--- config.mk ---
export PLATFORM = sky130hd
export DESIGN_NAME = txlis_stage
export DESIGN_NICKNAME = d
export VERILOG_FILES = /design/src/include/txlis_pkg.sv /design/src/core/txlis_delay_mem.sv /design/src/core/txlis_stage.sv
export SDC_FILE = /design/constraint.sdc
export NUM_CORES = 1
export LEC_CHECK = 0
export BUFFER_PORTS_ARGS = -buffer_cell sky130_fd_sc_hd__buf_4
export CAP_MARGIN = 20
export CORE_ASPECT_RATIO = 0.7
export CORE_MARGIN = 3
export CORE_UTILIZATION = 40
export DETAILED_ROUTE_END_ITERATION = 12
export PLACE_DENSITY_LB_ADDON = 0.15
export SETUP_SLACK_MARGIN = 0.1
export SLEW_MARGIN = 10
export SYNTH_ARGS = -nofsm -noshare
export SYNTH_HDL_FRONTEND = slang
export SYNTH_SLANG_ARGS = --single-unit
--- constraint.sdc ---
create_clock -name clk_sys_in -period 15.25 [get_ports clk_sys_in]
set_clock_uncertainty 0.15 [all_clocks]
set_input_delay 1.525 -clock clk_sys_in [delete_from_list [all_inputs] [get_ports clk_sys_in]]
set_output_delay 1.525 -clock clk_sys_in [all_outputs]
set_load 0.005 [all_outputs]
--- src/include/txlis_pkg.sv ---
package txlis_pkg;

  // ----------------------------------------------------------------------
  // Sizing and reset values
  // ----------------------------------------------------------------------
  localparam int          NUM_CHAN        = 12;
  localparam logic        TX_ON_RESET     = 1'b1;
  localparam logic        EDGE_RISE_RESET = 1'b0;
  localparam logic [1:0]  SYNC_RESET      = 2'h0;
  localparam logic [1:0]  ZERO_CNT_RESET  = 2'h0;
  localparam logic [1:0]  ZERO_RUN_B3ZS   = 2'h2;
  localparam logic [1:0]  ZERO_RUN_HDB3   = 2'h3;
  localparam int          ENC_DELAY       = 4;

  // ----------------------------------------------------------------------
  // Channel line modes
  // ----------------------------------------------------------------------
  typedef enum logic [1:0] {
    TXLIS_MODE_DS3,
    TXLIS_MODE_E3,
    TXLIS_MODE_STS1
  } txlis_mode_e;

  // Per-channel configuration as it arrives at the stage
  typedef struct packed {
    logic        tx_on;       // Per-channel transmitter on bit
    logic        dual_rail;   // 1: rails already encoded
    logic        fall_edge;   // 1: sample on falling clock edge
    txlis_mode_e mode;
  } txlis_cfg_s;

  // One symbol toward the pulse generator
  typedef struct packed {
    logic pos;
    logic neg;
  } txlis_sym_s;

  // Line driver pair, two signals each
  typedef struct packed {
    logic plus_o;
    logic plus_oe;
    logic minus_o;
    logic minus_oe;
  } txlis_drv_s;

endpackage

--- src/core/txlis_delay_mem.sv ---
`timescale 1ns/10ps
// ------------------------------------------------------------------------
// Small shift memory holding the look-ahead window of the encoder
// ------------------------------------------------------------------------
module txlis_delay_mem #(
  parameter int DEPTH = 4
) (
  input  wire logic                clk_sys_in,  // System clock
  input  wire logic                rst_in,      // Async reset, high
  input  wire logic                shift_in,    // Advance one bit
  input  wire txlis_pkg::txlis_sym_s wr_in,     // Symbol entering
  input  wire txlis_pkg::txlis_sym_s fix_in,    // Rewrite of tail slot
  input  wire logic                fix_en_in,   // Apply rewrite
  input  wire logic                fix_near_in, // Rewrite one slot nearer
  output      txlis_pkg::txlis_sym_s rd_out     // Oldest symbol, registered
);

  typedef struct packed {
    txlis_pkg::txlis_sym_s [DEPTH-1:0] slot;
    txlis_pkg::txlis_sym_s             rd;
  } txlis_mem_s;

  txlis_mem_s state;
  txlis_mem_s next_state;

  always_comb
  begin
    next_state = state;
    if (shift_in)
    begin
      next_state.rd = state.slot[DEPTH-1];
      for (int i = DEPTH - 1; i > 0; i--)
      begin
        next_state.slot[i] = state.slot[i-1];
      end
      next_state.slot[0] = wr_in;
      // Substitution rewrites the bits that are already queued
      // Short runs put the pad two bits back, long runs three
      if (fix_en_in)
      begin
        if (fix_near_in)
        begin
          next_state.slot[DEPTH-2] = fix_in;
        end
        else
        begin
          next_state.slot[DEPTH-1] = fix_in;
        end
      end
    end
  end

  always_ff @(posedge clk_sys_in or posedge rst_in)
  begin
    if (rst_in)
    begin
      state <= '0;
    end
    else
    begin
      state <= next_state;
    end
  end

  assign rd_out = state.rd;

endmodule

--- src/core/txlis_stage.sv ---
`timescale 1ns/10ps
// Operation
// - Transmitters come up powered on
// - Global enable low turns all transmitters off
// - Global enable high: per-channel bit decides
// - Transmit clock times the channel's section
// - Rails sampled with channel's own clock
// - Test pattern strobe follows transmit clock
// - Single rail: one bit latched per edge
// - Single rail: B3ZS for DS3/STS-1, HDB3 E3
// - Dual rail: positive pulse latched per edge
// - Dual rail bypasses encoder unchanged
// - Dual rail: negative pulse latched; else unused
// - Drivers high impedance while transmitter off
module txlis_stage #(
  parameter int NUM_CHAN = txlis_pkg::NUM_CHAN
) (
  input  wire logic                  clk_sys_in,            // System clock
  input  wire logic                  rst_in,                // Async reset
  input  wire logic                  global_tx_enable_pin,  // Global enable
  input  wire txlis_pkg::txlis_cfg_s [NUM_CHAN-1:0] cfg_in, // Channel setup
  input  wire logic [NUM_CHAN-1:0]   chan_transmit_clock_in,// Tx clocks
  input  wire logic [NUM_CHAN-1:0]   positive_rail_data_in, // Pos rail
  input  wire logic [NUM_CHAN-1:0]   negative_rail_data_in, // Neg rail
  output wire txlis_pkg::txlis_drv_s [NUM_CHAN-1:0] line_driver_out, // Drv
  output wire logic [NUM_CHAN-1:0]   prbs_tick_out          // Gen strobe
);

  // ----------------------------------------------------------------------
  // Global enable synchroniser
  // ----------------------------------------------------------------------
  typedef struct packed {
    logic [1:0] sync;
  } txlis_glb_s;

  txlis_glb_s glb;
  txlis_glb_s next_glb;

  always_comb
  begin
    next_glb      = glb;
    next_glb.sync = {glb.sync[0], global_tx_enable_pin};
  end

  always_ff @(posedge clk_sys_in or posedge rst_in)
  begin
    if (rst_in)
    begin
      // Pin is pulled high, so start in the powered-on state
      glb.sync <= {2{txlis_pkg::TX_ON_RESET}};
    end
    else
    begin
      glb <= next_glb;
    end
  end

  // ----------------------------------------------------------------------
  // Per-channel transmit section
  // ----------------------------------------------------------------------
  genvar ch;
  generate
    for (ch = 0; ch < NUM_CHAN; ch++)
    begin : g_chan
      typedef struct packed {
        logic [1:0]            clk_sync;
        logic [1:0]            pos_sync;
        logic [1:0]            neg_sync;
        logic [1:0]            cfg_sync;  // tx_on, fall_edge
        logic                  clk_prev;
        logic                  strobe;
        txlis_pkg::txlis_sym_s raw;
        logic [1:0]            zero_run;
        logic [1:0]            ones_parity;
        logic                  last_pol;
        logic                  tx_on;
        txlis_pkg::txlis_drv_s drv;
      } txlis_ch_s;

      txlis_ch_s st;
      txlis_ch_s next_st;

      txlis_pkg::txlis_sym_s enc_sym;
      txlis_pkg::txlis_sym_s fix_sym;
      txlis_pkg::txlis_sym_s mem_rd;
      logic                  fix_en;
      logic                  active_edge;
      logic                  clk_now;
      logic                  run_hit;
      logic                  fix_near;
      logic [1:0]            run_len;

      // Edge of the link clock as seen after two flops
      assign clk_now     = st.clk_sync[1];
      assign active_edge = st.cfg_sync[0]
                         ? (st.clk_prev & ~clk_now)
                         : (~st.clk_prev & clk_now);

      // B3ZS replaces 3 zeros, HDB3 replaces 4 zeros
      assign run_len = (cfg_in[ch].mode == txlis_pkg::TXLIS_MODE_E3)
                     ? txlis_pkg::ZERO_RUN_HDB3
                     : txlis_pkg::ZERO_RUN_B3ZS;
      assign fix_near = (run_len == txlis_pkg::ZERO_RUN_B3ZS);
      assign run_hit = ~cfg_in[ch].dual_rail & ~st.raw.pos
                     & (st.zero_run == run_len);

      always_comb
      begin
        next_st          = st;
        enc_sym          = '0;
        fix_sym          = '0;
        fix_en           = 1'b0;
        next_st.clk_sync = {st.clk_sync[0], chan_transmit_clock_in[ch]};
        next_st.pos_sync = {st.pos_sync[0], positive_rail_data_in[ch]};
        next_st.neg_sync = {st.neg_sync[0], negative_rail_data_in[ch]};
        next_st.cfg_sync = {cfg_in[ch].tx_on, cfg_in[ch].fall_edge};
        next_st.clk_prev = clk_now;
        next_st.strobe   = active_edge;

        if (active_edge)
        begin
          // Rails aligned with the clock, both latched on one edge
          next_st.raw.pos = st.pos_sync[1];
          next_st.raw.neg = cfg_in[ch].dual_rail
                          & st.neg_sync[1];
          if (cfg_in[ch].dual_rail)
          begin
            enc_sym = st.raw;
          end
          else if (st.raw.pos)
          begin
            enc_sym.pos          = ~st.last_pol;
            enc_sym.neg          = st.last_pol;
            next_st.last_pol     = ~st.last_pol;
            next_st.ones_parity  = st.ones_parity + 2'h1;
            next_st.zero_run     = txlis_pkg::ZERO_CNT_RESET;
          end
          else if (run_hit)
          begin
            // Violation on this bit, bipolar pad at run start if even
            enc_sym.pos = st.last_pol;
            enc_sym.neg = ~st.last_pol;
            if (~st.ones_parity[0])
            begin
              enc_sym.pos      = ~st.last_pol;
              enc_sym.neg      = st.last_pol;
              fix_sym.pos      = ~st.last_pol;
              fix_sym.neg      = st.last_pol;
              fix_en           = 1'b1;
              next_st.last_pol = ~st.last_pol;
            end
            next_st.ones_parity = txlis_pkg::ZERO_CNT_RESET;
            next_st.zero_run    = txlis_pkg::ZERO_CNT_RESET;
          end
          else
          begin
            next_st.zero_run = st.zero_run + 2'h1;
          end
        end

        // Global low overrides every channel bit
        next_st.tx_on = glb.sync[1] & st.cfg_sync[1];
        next_st.drv.plus_oe  = st.tx_on;
        next_st.drv.minus_oe = st.tx_on;
        next_st.drv.plus_o   = st.tx_on & mem_rd.pos;
        next_st.drv.minus_o  = st.tx_on & mem_rd.neg;
      end

      always_ff @(posedge clk_sys_in or posedge rst_in)
      begin
        if (rst_in)
        begin
          st          <= '0;
          st.cfg_sync <= {txlis_pkg::TX_ON_RESET,
                          txlis_pkg::EDGE_RISE_RESET};
          st.tx_on    <= txlis_pkg::TX_ON_RESET;
          st.drv.plus_oe  <= txlis_pkg::TX_ON_RESET;
          st.drv.minus_oe <= txlis_pkg::TX_ON_RESET;
        end
        else
        begin
          st <= next_st;
        end
      end

      // Look-ahead queue; the HDB3 pad lands on the oldest zero slot
      txlis_delay_mem #(
        .DEPTH (txlis_pkg::ENC_DELAY)
      ) u_delay (
        .clk_sys_in (clk_sys_in),
        .rst_in     (rst_in),
        .shift_in   (active_edge),
        .wr_in      (enc_sym),
        .fix_in     (fix_sym),
        .fix_en_in  (fix_en),
        .fix_near_in(fix_near),
        .rd_out     (mem_rd)
      );

      assign line_driver_out[ch] = st.drv;
      assign prbs_tick_out[ch]   = st.strobe;
    end
  endgenerate

endmodule

# ---- After elaboration in Yosys (flattened, before gate mapping)
# Cells that the tools add are included.
dict set report word_totals {
  reg_bits 374
  in_bits 99
  output_inout_bits 60
}
dict set report classes {
  bitwise_logic 156
  eq_ne 48
  muxes 264
  reduce_logical 48
  add_sub_neg 24
}
# op count
set op_table {}
lappend op_table {{$mux W2} 132}
lappend op_table {{$and A1 B1 Y1} 96}
lappend op_table {{$mux W1} 96}
lappend op_table {{$mux W5} 12}
lappend op_table {{$not A1 Y1} 60}
lappend op_table {{$add A2 B1 Y2 const B} 24}
lappend op_table {{$mux W4} 12}
lappend op_table {{$reduce_and A4 Y1} 12}
lappend op_table {{$mux W3} 12}
lappend op_table {{$reduce_and A3 Y1} 12}
lappend op_table {{$eq A2 B1 Y1 const B} 12}
lappend op_table {{$eq A2 B2 Y1} 12}
lappend op_table {{$eq A2 B2 Y1 const B} 12}
lappend op_table {{$ne A2 B1 Y1 const B} 12}
lappend op_table {{$reduce_and A2 Y1} 12}
lappend op_table {{$reduce_bool A2 Y1} 12}

# ---- Depth between registers and ports, before layout
dict set report logic_depth {
  word_depth 9
  mapped_depth 7
  depth_no_buf 5
}

# ---- By module
# A second synthesis with hierarchy kept.
dict set report unflattened {
  cells_unflattened 1391
  area_unflattened_um2 16343.2
}
# module n_inst cells_each area_each_um2
set by_module_without_submodules {}
lappend by_module_without_submodules {txlis_stage 1 935 10607.7}
lappend by_module_without_submodules {txlis_delay_mem 12 38 478.0}

# ---- Worst setup path after synthesis
# OpenSTA, ideal clock, no wires.
dict set report synth_path {
  kind {input to register}
  from {in cfg_in[58] (netlist bit)}
  to {reg g_chan[11].st[9] (netlist bit)}
  n_path_buf 0
  arrival_ns 2.883
  path_slack_ns 12.097
  setup_time_ns 0.120
  path_stages 4
  cell_sequence {or4b_2 > nand2_1 > mux2_2 > a31o_2}
}
dict set report synth_between {
  elab_chain_cells 5
  elab_cells_between_ends 6
  classes_between {mux: 2; bitwise: 3; reduce/logical: 1}
}
# item line_no
set synth_lines {}
lappend synth_lines {{from (decl)} txlis_stage.sv:21} ;# input wire txlis_pkg::txlis_cfg_s [NUM_CHAN-1:0] cfg_in,
lappend synth_lines {{$not A1 Y1 (no line) *} --}
lappend synth_lines {{$and A1 B1 Y1} txlis_stage.sv:104} ;# assign run_hit = ~cfg_in[ch].dual_rail & ~st.raw.pos
lappend synth_lines {{$and A1 B1 Y1} txlis_stage.sv:105} ;# & (st.zero_run == run_len);
lappend synth_lines {{$mux W2} txlis_stage.sv:138} ;# else if (run_hit)
lappend synth_lines {{$mux W5} txlis_stage.sv:130} ;# else if (st.raw.pos)
lappend synth_lines {{to (signal assigned)} txlis_stage.sv:182} ;# st <= next_st;
lappend synth_lines {{to (decl)} txlis_stage.sv:80} ;# txlis_ch_s st;
# Every way passes the cells marked *; elsewhere a longest branch is shown, timed or not.
# A chain may end at the register's enable or synchronous reset.

# ---- Worst setup path after layout
# Same ends and word-level chain as after synthesis.

==> flow_metrics.py <==
metrics = {
    "cells_and_area": {
        "final_common_cell": "dfrtp_1",
        "final_nets": 1597,
        "register_area_um2": 9106,
        "multi_input_area_um2": 5401,
        "stdcell_area_um2": 17860,
        "utilization_pct": 47.54,
        "layout_common_cells": "324 x dfrtp_1, 207 x nand2_1, 164 x buf_4, 76 x nor2_1, 63 x inv_1",
        "layout-drive-gt1-share_pct": 20.37,
        "syn_to_final_growth_pct": 16.14,
        "instances_no_fill": 1990,
        "nFillCells": 3435,
        "diodes": 0,
    },
    "critical_path": {
        "slowest_stage": "or4b_2",
        "end_kind": "register",
        "crit_fanout": 7,
        "crit_buf_inv": 1,
        "crit_chain": "buf_4 > or4b_2 > nand2_1 > mux2_2 > a31o_2",
        "critical_path_class": "input port to register",
        "crit_family": "simple AND/OR/NAND/NOR gates",
        "required_ps": 15500,
        "start_kind": "input port",
        "arrival_ps": 3110,
        "max_stage_delay_ps": 670,
    },
    "yosys": {
        "synth_warnings": 0,
        "syn_area_per_cell_um2": 11.17,
        "synth_seq_cells": 362,
        "synth_edf_count": 0,
        "synth_fp_nets": 1500,
        "yosysTopAreaCell": "dfrtp_1",
        "synthCells": 1377,
        "synthFlopType": "dfrtp_1",
        "ys_seq_area_share_pct": 59.20,
        "syn_area_um2": 15380,
        "synth_top_area_share_pct": 52.71,
        "synthArstFlopShare_pct": 100.0,
        "synth_area_leaders": "dfrtp_1 53%, dfstp_2 6.5%, nand2_1 5.1%",
        "synthDistinctLibCells": 68,
    },
    "floorplanning": {
        "pin_count": 159,
        "die_h_um": 170.1,
        "rows": 59,
        "start_util_pct": 40.94,
        "dieArea_um2": 40880,
        "core_um2": 37570,
        "die_w_um": 240.4,
    },
    "clock_tree": {
        "post_cts_buffers": 0,
        "cts.sinks": 362,
        "cts_max_path_buffers": 3,
        "clk_pin_slew_ps": 60,
        "htreeDepth": 2,
        "cts_root_buffer": "clkbuf_16",
        "cts_tree": "yes",
        "postCtsHoldBufs": 0,
        "cts_inserted_buffers": 37,
        "cts_resized": 0,
        "clock_latency_ps": 520,
    },
    "placement": {
        "dpl_worst_slack_ps": 11840,
        "dp_hpwl_um": 19620,
        "gp_congestion": 0.8686,
        "dpl_cell_area_um2": 16620,
        "port_buffers": 158,
        "dp.cells": 1923,
    },
    "drt": {
        "vias": 10080,
        "drtIter0Drc": 571,
        "drt-met1-wl_um": 14900,
        "drc": 0,
        "wl_met3_um": 1542,
        "wl_um": 29070,
        "viasPerCell": 5.063,
        "routed-wl-met2_um": 12170,
        "top_layer_used": "met5",
        "ant_nets": 0,
        "first_pass_iters": 5,
        "wl_per_cell_um": 14.61,
    },
    "grt": {
        "grtUsageTotal_pct": 14.51,
        "grt_pass1_vias": 9542,
        "antenna_found_initial": 2,
        "grt_max_degree": 170,
        "grt_pass1_wl_um": 48890,
        "overflow": 0,
    },
    "power_and_ir_drop": {
        "leakagePower_nw": 8.274,
        "p_per_area_nw_per_um2": 145.0,
        "irDropWorstVdd_uv": 80.40,
        "power.total_mw": 2.590,
    },
    "outcome": {
        "outcome": "finished, final reports clean",
    },
    "sta": {
        "min_period_ps": 2862,
        "hold_violations": 0,
        "rsz0062_at_grt": "false",
        "fin_tns_setup_ps": 0,
        "slew_headroom_pct": 41.61,
        "worstMarginPinSlew_ps": 872.6,
        "setup_ws_ps": 12390,
        "fin_hold_ws_ps": 193.2,
        "min_period_over_period_pct": 18.77,
        "setup_viol": 0,
        "drv_slew": 0,
        "fmax_mhz": 349.4,
    },
    "min_path": {
        "hold_class": "register to register",
    },
    "job": {
        "maxCapViolCount": 0,
    },
}
==> cell type report <==
type                    instances  share of cell area (%)
clock inverters                15                  0.9245
clock buffers                  52                   6.058
inverters                      64                   1.387
repair buffers                165                   7.004
flip-flops and latches        362                   50.97
well taps                     488                   3.418
multi-input cells             844                   30.24
==> worst paths after layout <==
| path | startpoint | endpoint | slack, ps | cells after the start |
|---|---|---|---|---|
| min in group asynchronous | rst_in | g_chan[5].st[5] | 1040 | 2 |
| hold reg to reg | g_chan[11].next_st[21] | g_chan[11].clk_now | 190 | 0 |
| setup / recovery | cfg_in[58] | g_chan[11].st[9] | 12390 | 5 |
| setup reg to reg | g_chan[10].st[14] | g_chan[10].u_delay.state[7] | 12700 | 5 |
| max in group asynchronous | rst_in | g_chan[10].next_st[17] | 12490 | 3 |
| hold / removal | g_chan[11].next_st[21] | g_chan[11].clk_now | 190 | 0 |
==> Yosys cell counts, drive strengths merged (23+ instances only) <==
cell type	number
dfrtp	324
o21ai	41
nor3b	33
dfstp	38
nor2	76
a221o	27
clkbuf	43
inv	64
ha	24
buf	64
nand2	208
nand3	45
a21oi	23
and2	49
==> worst reg2reg max path, cell delays in order (launching register included) <==
cell and delay, ps:
dfrtp_1 400, and3b_1 200, nor2_1 660, inv_1 450, and2_1 280, a221o_1 290
==> layer usage <==
metal	track usage (%)	vias to the layer above
li1	-	4977
met5	0	-
met2	20.48	201
met3	3.127	35
met4	3.420	2
met1	22.66	4861
==> cells by family (layout without fill, tap and decap cells) <==
logic type	after synthesis	after routing	share of synthesized area [%]
DFF	362	362	59.20
and+or+nand+nor	538	538	18.59
adders and majority gates	24	24	1.952
xor gates and xnor gates	20	20	1.139
AOI/OAI and AO/OA	224	224	10.83
muxes	38	38	2.611
buffers and inverters	171	296	5.686
==> registers in the layout, summed over array words and instances, names as in the netlist <==
| name | flops |
|---|---|
| g_chan.u_delay.state | 96 |
| g_chan.next_st | 48 |
| prbs_tick_out | 12 |
| g_chan.st | 132 |
| g_chan.clk_now | 12 |
| g_chan.u_delay.rd_out | 24 |
| glb | 2 |
| line_driver_out | 36 |
==> power breakdown <==
part           switching, mW  total [mW]  internal, mW
logic                  0.209       0.412         0.203
registers              0.132        1.26          1.13
clock network          0.367       0.914         0.548
total                  0.707        2.59          1.88
No activity file was read; power rests on OpenSTA's default activity.
